**src/ci_decode_pkg.sv**
```systemverilog
// Package with field layout and register map of the custom instruction decoder
package ci_decode_pkg;

  // ****************************************************
  // Instruction word layout
  // ****************************************************
  localparam logic [5:0] CUSTOM_OPCODE = 6'h32;
  localparam int OPCODE_LSB = 0;
  localparam int OPCODE_W = 6;
  localparam int SEL_LSB = 6;
  localparam int SEL_W = 8;
  localparam int NUM_OPS = 256;
  localparam int WRC_BIT = 14;
  localparam int RDB_BIT = 15;
  localparam int RDA_BIT = 16;
  localparam int C_LSB = 17;
  localparam int B_LSB = 22;
  localparam int A_LSB = 27;
  localparam int REG_W = 5;

  // ****************************************************
  // Register map
  // ****************************************************
  localparam logic [11:0] INSTR_OFS = 12'h000;
  localparam logic [11:0] CTRL_OFS = 12'h004;
  localparam logic [11:0] STAT_OFS = 12'h008;
  localparam logic [11:0] OPS_OFS = 12'h00c;
  localparam logic [11:0] SEL_OFS = 12'h010;
  localparam logic [31:0] INSTR_RST = 32'h0000_0000;
  localparam logic [31:0] CTRL_RST = 32'h0000_0000;
  localparam int CTRL_MULTI_BIT = 0;
  localparam int CTRL_IREG_BIT = 1;
  localparam int CTRL_FIX_LSB = 8;
  localparam int STAT_VALID_BIT = 0;
  localparam int STAT_IREG_BIT = 1;
  localparam int STAT_ILLEGAL_BIT = 2;

  typedef struct packed {
    logic [4:0] addr_a;
    logic [4:0] addr_b;
    logic [4:0] addr_c;
    logic use_gpr_a;
    logic use_gpr_b;
    logic use_gpr_c;
    logic [7:0] sel_index;
  } ci_fields_t;

endpackage : ci_decode_pkg

```
**src/ci_field_extract.sv**
```systemverilog
// Field extraction of one instruction word
`timescale 1ns/1ns
module ci_field_extract
(
  input wire logic [31:0] instr,
  output logic is_custom,
  output ci_decode_pkg::ci_fields_t fields
);

  logic [ci_decode_pkg::OPCODE_W-1:0] opcode_field;

  assign opcode_field = instr[ci_decode_pkg::OPCODE_LSB +:
    ci_decode_pkg::OPCODE_W];
  assign is_custom = opcode_field == ci_decode_pkg::CUSTOM_OPCODE;

  // One driver for the whole field set
  always_comb
  begin
    fields.sel_index =
      instr[ci_decode_pkg::SEL_LSB +: ci_decode_pkg::SEL_W];
    fields.addr_a =
      instr[ci_decode_pkg::A_LSB +: ci_decode_pkg::REG_W];
    fields.addr_b =
      instr[ci_decode_pkg::B_LSB +: ci_decode_pkg::REG_W];
    fields.addr_c =
      instr[ci_decode_pkg::C_LSB +: ci_decode_pkg::REG_W];
    fields.use_gpr_a = instr[ci_decode_pkg::RDA_BIT];
    fields.use_gpr_b = instr[ci_decode_pkg::RDB_BIT];
    fields.use_gpr_c = instr[ci_decode_pkg::WRC_BIT];
  end

endmodule : ci_field_extract

```
**src/custom_instr_word_decoder.sv**
```systemverilog
// Custom instruction word decoder with APB register access
//
// Our own choices: the APB register port and the register offsets.
`timescale 1ns/1ns
module custom_instr_word_decoder
#(
  parameter int EXT_W = 8,
  parameter logic [7:0] UNIT_INDEX = 8'h00
)
(
  input wire logic pclk,
  input wire logic presetn,
  input wire logic psel,
  input wire logic penable,
  input wire logic pwrite,
  input wire logic [11:0] paddr,
  input wire logic [31:0] pwdata,
  output logic [31:0] prdata,
  output logic pready,
  output logic pslverr,
  input wire logic issue_valid,
  input wire logic [31:0] issue_instr,
  input wire logic [31:0] gpr_a_data,
  input wire logic [31:0] gpr_b_data,
  input wire logic [31:0] creg_a_data,
  input wire logic [31:0] creg_b_data,
  input wire logic [31:0] unit_result,
  output logic unit_start,
  output logic [EXT_W-1:0] unit_func_sel,
  output logic [31:0] unit_dataa,
  output logic [31:0] unit_datab,
  output logic readra,
  output logic readrb,
  output logic writerc,
  output logic [4:0] addr_a,
  output logic [4:0] addr_b,
  output logic [4:0] addr_c,
  output logic gpr_we,
  output logic creg_we,
  output logic [4:0] wr_addr,
  output logic [31:0] wr_data
);

  // ****************************************************
  // Registers and decode
  // ****************************************************
  logic [31:0] instr_ff;
  logic [31:0] ctrl_ff;
  logic valid_ff;
  logic ireg_used_ff;
  logic illegal_ff;
  logic sw_pulse_ff;
  logic [31:0] cur_instr;
  logic cur_valid;
  logic is_custom;
  logic index_hit;
  logic ireg_req;
  logic accept;
  logic apb_wr;
  logic [31:0] nxt_prdata;
  ci_decode_pkg::ci_fields_t fields;

  assign apb_wr = psel && penable && pwrite;
  assign cur_instr = issue_valid ? issue_instr : instr_ff;
  assign cur_valid = issue_valid || sw_pulse_ff;

  ci_field_extract u_extract
  (
    .instr(cur_instr),
    .is_custom(is_custom),
    .fields(fields)
  );

  // Multi-operation unit matches high index bits only
  always_comb
  begin
    if (ctrl_ff[ci_decode_pkg::CTRL_MULTI_BIT] && EXT_W < 8)
    begin
      index_hit = (fields.sel_index >> EXT_W) ==
        (UNIT_INDEX >> EXT_W);
    end
    else if (ctrl_ff[ci_decode_pkg::CTRL_MULTI_BIT])
    begin
      index_hit = 1'b1;
    end
    else
    begin
      index_hit = fields.sel_index ==
        ctrl_ff[ci_decode_pkg::CTRL_FIX_LSB +: 8];
    end
  end

  // Any selector at 0 needs an internal file
  assign ireg_req = !(fields.use_gpr_a && fields.use_gpr_b &&
    fields.use_gpr_c);
  assign accept = cur_valid && is_custom && index_hit &&
    (!ireg_req || ctrl_ff[ci_decode_pkg::CTRL_IREG_BIT]);

  // ****************************************************
  // APB slave
  // ****************************************************
  assign pready = 1'b1;
  always_comb
  begin
    pslverr = 1'b0;
    nxt_prdata = 32'h0000_0000;
    unique case (paddr)
      ci_decode_pkg::INSTR_OFS: nxt_prdata = instr_ff;
      ci_decode_pkg::CTRL_OFS: nxt_prdata = ctrl_ff;
      ci_decode_pkg::STAT_OFS:
      begin
        nxt_prdata[ci_decode_pkg::STAT_VALID_BIT] = valid_ff;
        nxt_prdata[ci_decode_pkg::STAT_IREG_BIT] = ireg_used_ff;
        nxt_prdata[ci_decode_pkg::STAT_ILLEGAL_BIT] = illegal_ff;
      end
      ci_decode_pkg::OPS_OFS:
        nxt_prdata = {17'h0_0000, addr_a, addr_b, addr_c};
      ci_decode_pkg::SEL_OFS:
        nxt_prdata = {24'h00_0000, 8'(fields.sel_index)};
      default: pslverr = psel && penable;
    endcase
  end

  always_ff @(posedge pclk or negedge presetn)
  begin
    if (!presetn)
      prdata <= 32'h0000_0000;
    else if (psel && !penable && !pwrite)
      prdata <= nxt_prdata;
  end

  // Software write strobe
  always_ff @(posedge pclk or negedge presetn)
  begin
    if (!presetn)
      sw_pulse_ff <= 1'b0;
    else
      sw_pulse_ff <= apb_wr && paddr == ci_decode_pkg::INSTR_OFS;
  end

  // Instruction word, issue beats software
  always_ff @(posedge pclk or negedge presetn)
  begin
    if (!presetn)
      instr_ff <= ci_decode_pkg::INSTR_RST;
    else if (issue_valid)
      instr_ff <= issue_instr;
    else if (apb_wr && paddr == ci_decode_pkg::INSTR_OFS)
      instr_ff <= pwdata;
  end

  // Unit configuration
  always_ff @(posedge pclk or negedge presetn)
  begin
    if (!presetn)
      ctrl_ff <= ci_decode_pkg::CTRL_RST;
    else if (apb_wr && paddr == ci_decode_pkg::CTRL_OFS)
      ctrl_ff <= pwdata;
  end

  // ****************************************************
  // Issue to the custom unit
  // ****************************************************
  // Start pulse
  always_ff @(posedge pclk or negedge presetn)
  begin
    if (!presetn)
      unit_start <= 1'b0;
    else
      unit_start <= accept;
  end

  // Status of the last word
  always_ff @(posedge pclk or negedge presetn)
  begin
    if (!presetn)
    begin
      valid_ff <= 1'b0;
      illegal_ff <= 1'b0;
    end
    else if (cur_valid)
    begin
      valid_ff <= accept;
      illegal_ff <= is_custom && index_hit && !accept;
    end
  end

  // Function select and internal file use
  always_ff @(posedge pclk or negedge presetn)
  begin
    if (!presetn)
    begin
      unit_func_sel <= '0;
      ireg_used_ff <= 1'b0;
    end
    else if (accept)
    begin
      unit_func_sel <= fields.sel_index[EXT_W-1:0];
      ireg_used_ff <= ireg_req;
    end
  end

  // Register-file selectors
  always_ff @(posedge pclk or negedge presetn)
  begin
    if (!presetn)
    begin
      readra <= 1'b1;
      readrb <= 1'b1;
      writerc <= 1'b1;
    end
    else if (accept)
    begin
      readra <= fields.use_gpr_a;
      readrb <= fields.use_gpr_b;
      writerc <= fields.use_gpr_c;
    end
  end

  // Operand addresses
  always_ff @(posedge pclk or negedge presetn)
  begin
    if (!presetn)
    begin
      addr_a <= 5'h00;
      addr_b <= 5'h00;
      addr_c <= 5'h00;
    end
    else if (accept)
    begin
      addr_a <= fields.addr_a;
      addr_b <= fields.addr_b;
      addr_c <= fields.addr_c;
    end
  end

  // Operand data from the chosen file
  always_ff @(posedge pclk or negedge presetn)
  begin
    if (!presetn)
    begin
      unit_dataa <= 32'h0000_0000;
      unit_datab <= 32'h0000_0000;
    end
    else if (accept)
    begin
      unit_dataa <= fields.use_gpr_a ? gpr_a_data : creg_a_data;
      unit_datab <= fields.use_gpr_b ? gpr_b_data : creg_b_data;
    end
  end

  // ****************************************************
  // Result write-back
  // ****************************************************
  // Write enable into the chosen file
  always_ff @(posedge pclk or negedge presetn)
  begin
    if (!presetn)
    begin
      gpr_we <= 1'b0;
      creg_we <= 1'b0;
    end
    else
    begin
      gpr_we <= unit_start && writerc;
      creg_we <= unit_start && !writerc;
    end
  end

  // Result and its destination
  always_ff @(posedge pclk or negedge presetn)
  begin
    if (!presetn)
    begin
      wr_addr <= 5'h00;
      wr_data <= 32'h0000_0000;
    end
    else if (unit_start)
    begin
      wr_addr <= addr_c;
      wr_data <= unit_result;
    end
  end

endmodule : custom_instr_word_decoder

```
**config.mk**
```make
export PLATFORM = sky130hd
export DESIGN_NAME = custom_instr_word_decoder
export DESIGN_NICKNAME = d
export VERILOG_FILES = /design/src/ci_decode_pkg.sv /design/src/ci_field_extract.sv /design/src/custom_instr_word_decoder.sv
export SDC_FILE = /design/constraint.sdc
export NUM_CORES = 1
export LEC_CHECK = 0
export ABC_AREA = 1
export BUFFER_PORTS_ARGS = -buffer_cell sky130_fd_sc_hd__clkbuf_2
export CAP_MARGIN = 30
export CORE_AREA = 2 2 157 159
export CTS_BUF_LIST = sky130_fd_sc_hd__clkbuf_4 sky130_fd_sc_hd__clkbuf_8
export CTS_CLUSTER_DIAMETER = 80
export DETAILED_ROUTE_END_ITERATION = 7
export DIE_AREA = 0 0 159 161
export PLACE_DENSITY = 0.75
export SETUP_SLACK_MARGIN = 0.02
export SLEW_MARGIN = 20
export SYNTH_ARGS = -nofsm -noshare
export SYNTH_HDL_FRONTEND = slang
export SYNTH_SLANG_ARGS = --single-unit
```
**constraint.sdc**
```tcl
create_clock -name pclk -period 5.5 [get_ports pclk]
set_input_delay 1.65 -clock pclk [delete_from_list [all_inputs] [get_ports pclk]]
set_output_delay 1.65 -clock pclk [all_outputs]
set_load 0.05 [all_outputs]
```
# Word-level counts from Yosys, hierarchy flattened
# Cells that the tools add are included.
[classes]
eq_ne = 6
n_mux = 9
n_reduce_logical = 25
[op_table]
columns = ["op", "n"]
rows = [
  ["32-bit two-way mux", 5],
  ["29-bit case mux with 4 select lines", 1],
  ["12-bit by 4-bit equality test with 1-bit output, second input constant", 2],
  ["1-bit logical AND", 15],
  ["3-bit case mux with 5 select lines", 1],
  ["12-bit by 3-bit equality test with 1-bit output, second input constant", 1],
  ["12-bit by 5-bit equality test with 1-bit output, second input constant", 1],
  ["12-bit zero test", 1],
  ["8-bit equality test", 1],
  ["6-bit equality test, second input constant", 1],
  ["1-bit zero test", 5],
  ["5-bit OR reduction", 1],
  ["1-bit logical OR", 2],
  ["1-bit two-way mux", 2],
  ["2-bit nonzero test", 1],
]
[totals]
register_bits = 230
inputBits = 242
output_inout_bits = 164
elab_cells = 61

# Depth between registers and ports, before layout
[depth]
ltp_word = 7
depth_mapped = 16
depth_no_buf = 13

# By module
# A second synthesis with hierarchy kept.
[unflattened]
cells_unflattened = 1398
hier_area_um2 = 11403.4
[by_module_without_submodules]
columns = ["module", "n_inst", "cells_per_inst", "area_per_inst_um2"]
rows = [
  ["custom_instr_word_decoder", 1, 1365, 11179.5],
  ["ci_field_extract", 1, 33, 224.0],
]

# Worst setup path before layout
# Ideal clock, no wire load.
[synth_timing]
kind = "in2out"
start = "input port paddr[11]"
end = "output port pslverr"
t_arrival_ps = 3241
t_required_ps = 3850
setup_slack_ps = 609
path_stages = 6
path_buffers = 1
path_cell_list = "nor2_1 > nand2_1 > nor2_1 > buf_2 > nand2_1 > nor3b_1"
[synth_via]
elab_chain_cells = 3
word_cells_on_any_way = 7
cone_classes = "eq/ne (4); mux (1); reduce/logical (2)"
[synth_rtl]
columns = ["item", "line", "text"]
rows = [
  ["start, declared", "custom_instr_word_decoder.sv:16", "input wire logic [11:0] paddr,"],
  ["12-bit by 3-bit equality test with 1-bit output, or another cell as far along", "custom_instr_word_decoder.sv:107", "unique case (paddr)"],
  ["5-bit OR reduction (no source line) (*)", "--", ""],
  ["1-bit two-way mux (*)", "custom_instr_word_decoder.sv:107", ""],
  ["end, declared", "custom_instr_word_decoder.sv:20", "output logic pslverr,"],
]
# Every way passes the cells marked *; elsewhere a longest branch is shown, timed or not.

# Worst setup path after layout
[layout_timing]
start = "input port paddr[7]"
end = "output port pslverr"
# Same word-level chain as after synthesis.

==> impl_metrics.xml <==
<?xml version="1.0" encoding="UTF-8"?>
<metrics>
  <group name="synthesis">
    <metric name="netlist_area" unit="µm²">11150</metric>
    <metric name="post-synth-top-area-cell" unit="">dfrtp_1</metric>
    <metric name="yosys.area.top_type_share" unit="%">50.94</metric>
    <metric name="synthMuxAreaShare" unit="%">7.069</metric>
    <metric name="synth.net_count" unit="">1576</metric>
    <metric name="postSynthAreaPerCell" unit="µm²">8.359</metric>
    <metric name="syn_inst" unit="">1334</metric>
    <metric name="postSynth.topFlopCell" unit="">dfrtp_1</metric>
    <metric name="number_of_flops_mapped_to_enable_cells_by_yosys" unit="">0</metric>
    <metric name="yosysWarnings" unit="">0</metric>
    <metric name="asyncSetResetFlopFracSynth" unit="%">100.0</metric>
    <metric name="synth_top_family_by_area" unit="">simple AND/OR/NAND/NOR gates</metric>
    <metric name="synth-xor-area-share" unit="%">0</metric>
    <metric name="synth-adder-area-share" unit="%">0</metric>
    <metric name="yosys.cell_count.top_type" unit="">nand2_1</metric>
    <metric name="synth_commonest_cells" unit="">nand2_1 (521), dfrtp_1 (227), nand4_1 (101), o21ai_0 (101), inv_1 (72)</metric>
    <metric name="yosysUniqueCellTypes" unit="">33</metric>
    <metric name="netlist_top_cells_area" unit="">dfrtp_1 (51%), nand2_1 (18%), mux2_2 (6.5%)</metric>
    <metric name="complex_gate_fraction_of_the_synthesized_area" unit="%">7.294</metric>
    <metric name="postSynthRegisterBits" unit="">230</metric>
    <metric name="yosysSeqAreaShare" unit="%">51.65</metric>
    <metric name="share_of_synthesized_cell_area_in_and_or_nand_and_nor_gates" unit="%">27.15</metric>
  </group>
  <group name="grt">
    <metric name="grt_max_degree" unit="">132</metric>
    <metric name="grt_first_pass_wirelength" unit="mm">58.99</metric>
    <metric name="grt_use_met2" unit="%">47.85</metric>
    <metric name="global_route.usage.met3" unit="%">5.033</metric>
    <metric name="grt-busiest-layer" unit="">met2</metric>
    <metric name="met1_usage" unit="%">38.82</metric>
    <metric name="grt_usage" unit="%">29.17</metric>
    <metric name="vias_in_the_first_global_route" unit="">10630</metric>
    <metric name="overflow" unit="">0</metric>
    <metric name="antenna_found_initial" unit="">0</metric>
  </group>
  <group name="timing">
    <metric name="hold-worst-slack" unit="ns">0.4666</metric>
    <metric name="finalMaxSlewViolations" unit="">0</metric>
    <metric name="maxClockFrequency" unit="GHz">0.2150</metric>
    <metric name="slew-limit-headroom" unit="%">44.28</metric>
    <metric name="grt_setup_unrepaired" unit="">false</metric>
    <metric name="fin_tns_setup" unit="ns">0</metric>
    <metric name="worst_slew_pin_slew" unit="ns">0.8329</metric>
    <metric name="layout_setup_ws" unit="ns">0.8488</metric>
    <metric name="final.min_clock_period" unit="ns">4.651</metric>
    <metric name="setup_viol" unit="">0</metric>
    <metric name="report.final.hold_viol_count" unit="">0</metric>
    <metric name="maximum_clock_skew_at_final_layout" unit="ns">0.03217</metric>
    <metric name="layout_worst_path_cycle_share" unit="%">84.57</metric>
  </group>
  <group name="setup_path">
    <metric name="path_max_fanout" unit="">8</metric>
    <metric name="worstReg2RegStart" unit="">instr_ff[9]$_DFFE_PN0P_</metric>
    <metric name="cp.required" unit="ns">3.85</metric>
    <metric name="worst_ep_arrival_time" unit="ns">3.00</metric>
    <metric name="crit_path_start_kind" unit="">primary input</metric>
    <metric name="ff2ff_setup_slack" unit="ns">3.19</metric>
    <metric name="crit_type" unit="">primary input to output pin</metric>
    <metric name="worstRegToRegCells" unit="">13</metric>
    <metric name="startpoint" unit="">paddr[7]</metric>
    <metric name="r2r-end" unit="">unit_dataa[10]$_DFFE_PN0P_</metric>
    <metric name="endpoint_class_of_the_critical_path" unit="">output pin</metric>
  </group>
  <group name="placed_design">
    <metric name="placement.io_buffers" unit="">404</metric>
    <metric name="dp_worst_setup_slack" unit="ns">0.8798</metric>
    <metric name="gpl.final_weighted_congestion" unit="">0.9346</metric>
    <metric name="detailedPlacementHpwl" unit="mm">26.67</metric>
  </group>
  <group name="die">
    <metric name="floorplan.initialDensity" unit="%">46.53</metric>
    <metric name="site_row_count" unit="">57</metric>
    <metric name="die_h" unit="µm">161</metric>
    <metric name="fp.dieW" unit="µm">159</metric>
    <metric name="fp.dieArea" unit="µm²">25600</metric>
    <metric name="top_level_ports" unit="">406</metric>
    <metric name="core_region_area" unit="µm²">23960</metric>
  </group>
  <group name="cts">
    <metric name="ctsHoldBuffers" unit="">0</metric>
    <metric name="postCtsSetupBuffers" unit="">0</metric>
    <metric name="tritoncts_buffers" unit="">41</metric>
    <metric name="worstSkewPairLatency" unit="ns">0.55</metric>
    <metric name="clk_transition_reported_paths" unit="ns">0.06</metric>
    <metric name="root_buffer" unit="">clkbuf_8</metric>
    <metric name="cts_max_level" unit="">2</metric>
    <metric name="tritoncts_clock_tree" unit="">built</metric>
    <metric name="post_cts_resized" unit="">0</metric>
    <metric name="maximum_number_of_buffers_from_clock_root_to_sink" unit="">3</metric>
    <metric name="tritoncts_num_sinks" unit="">230</metric>
  </group>
  <group name="route">
    <metric name="route.final.wire_length" unit="mm">37.91</metric>
    <metric name="avgViaCountPerCell" unit="">5.279</metric>
    <metric name="routed_length_per_placed_instance" unit="µm">18.32</metric>
    <metric name="drc" unit="">0</metric>
    <metric name="first_pass_iters" unit="">5</metric>
    <metric name="drtIter0Drc" unit="">855</metric>
    <metric name="final_antenna_net_count" unit="">0</metric>
    <metric name="routed-via-count" unit="">10920</metric>
  </group>
  <group name="worst_hold_path">
    <metric name="worst_hold_stages" unit="">2</metric>
    <metric name="worstHoldStart" unit="">readrb$_DFFE_PN1P_</metric>
    <metric name="timing.hold.worst.class" unit="">flop to flop</metric>
    <metric name="min_to" unit="">readrb$_DFFE_PN1P_</metric>
  </group>
  <group name="job">
    <metric name="maxCapViolations" unit="">0</metric>
  </group>
  <group name="finish">
    <metric name="proportion_of_layout_cells_with_a_drive_suffix_above_1" unit="%">33.87</metric>
    <metric name="insertedDiodeCount" unit="">0</metric>
    <metric name="layout-area-overhead-vs-synth" unit="%">28.88</metric>
    <metric name="final_layout_net_count" unit="">1957</metric>
    <metric name="share_of_the_core_filled_with_cells" unit="%">59.97</metric>
    <metric name="count_of_filler_cells_inserted_in_the_layout" unit="">2201</metric>
  </group>
  <group name="power">
    <metric name="total_design_power" unit="µW">3849</metric>
    <metric name="p_per_area" unit="nW/µm²">267.8</metric>
    <metric name="total_leakage_power" unit="µW">0.007916</metric>
    <metric name="vdd_drop_max" unit="V">0.0002209</metric>
  </group>
  <group name="run_status">
    <metric name="run_status" unit="">finished, final reports clean</metric>
  </group>
</metrics>
[state kept, by name, summed over array words and instances (netlist names), 5 cells and up]
| register | flops |
|---|---|
| ctrl_ff | 32 |
| instr_ff | 32 |
| prdata | 32 |
| unit_dataa | 32 |
| unit_datab | 32 |
| wr_data | 32 |
| unit_func_sel | 8 |
| addr_a | 5 |
| addr_b | 5 |
| addr_c | 5 |
| wr_addr | 5 |
[cells by family (layout without fill, tap and decap cells)]
| logic type | after synthesis | in the layout |
|---|---|---|
| AO/OA/AOI/OAI | 154 | 154 |
| other | 1 | 1 |
| buffers and inverters | 171 | 582 |
| AND/OR/NAND/NOR | 708 | 708 |
| multiplexers | 70 | 70 |
| flip-flops | 230 | 230 |
[how the worst max path moves through the flow]
stage | end | depth (start not counted)
after global placement | pslverr | 8
after detailed placement | pslverr | 8
after global routing | pslverr | 8
after floorplan | pslverr | 6
final | pslverr | 8
after CTS | pslverr | 8
[worst max-delay path: stages]
cell	delay, ns
clkbuf_2	0.08
nor2_1	0.12
nand2_1	0.06
nor2_1	0.48
nand3_1	0.19
nand2_1	0.12
nor3b_1	0.06
clkbuf_2	0.23
[placed cells by master, fill, tap and decap left out, types with 6 or more instances in the layout]
cell type,count
inv_1,71
mux2_2,64
buf_4,17
dfrtp_1,227
a21oi_1,10
mux2_1,6
o21ai_1,31
nor2_1,24
clkbuf_4,17
nand4_1,101
clkbuf_2,403
o21ai_0,101
nand2_1,520
clkbuf_8,51
nand3b_1,6
inv_2,8
nand3_1,40
[cell type report]
type	instances	area (µm²)	share of cell area (%)
Sequential cell	230	5759	40.07
Clock inverter	5	61.31	0.4266
Tap cell	324	405.4	2.821
Clock buffer	68	829.5	5.772
Multi-Input combinational cell	933	4672	32.51
Inverter	81	306.5	2.133
Timing Repair Buffer	428	2337	16.26
[power by group]
group / switching, µW / internal [µW] / leakage [µW] / total, µW
combinational: 239 / 162 / 0.00447 / 401
sequential: 15.2 / 1720 / 0.00297 / 1740
clock: 711 / 999 / 0.000469 / 1710
total: 965 / 2880 / 0.00792 / 3850
[per-layer routing]
metal | part of all wire [%] | vias to the layer above
met5 | 0 | -
met4 | 3.7 | 0
li1 | - | 5153
met1 | 41 | 5143
met2 | 48 | 541
met3 | 7.3 | 86
[through the flow]
step	instances	cell area, µm²
2_1_floorplan	1334	11150
3_3_place_gp	1991	13340
3_5_place_dp	1992	13370
4_1_cts	2065	14260
5_1_grt	2069	14370
6_report	2069	14370
(Power assumes the default switching activity.)
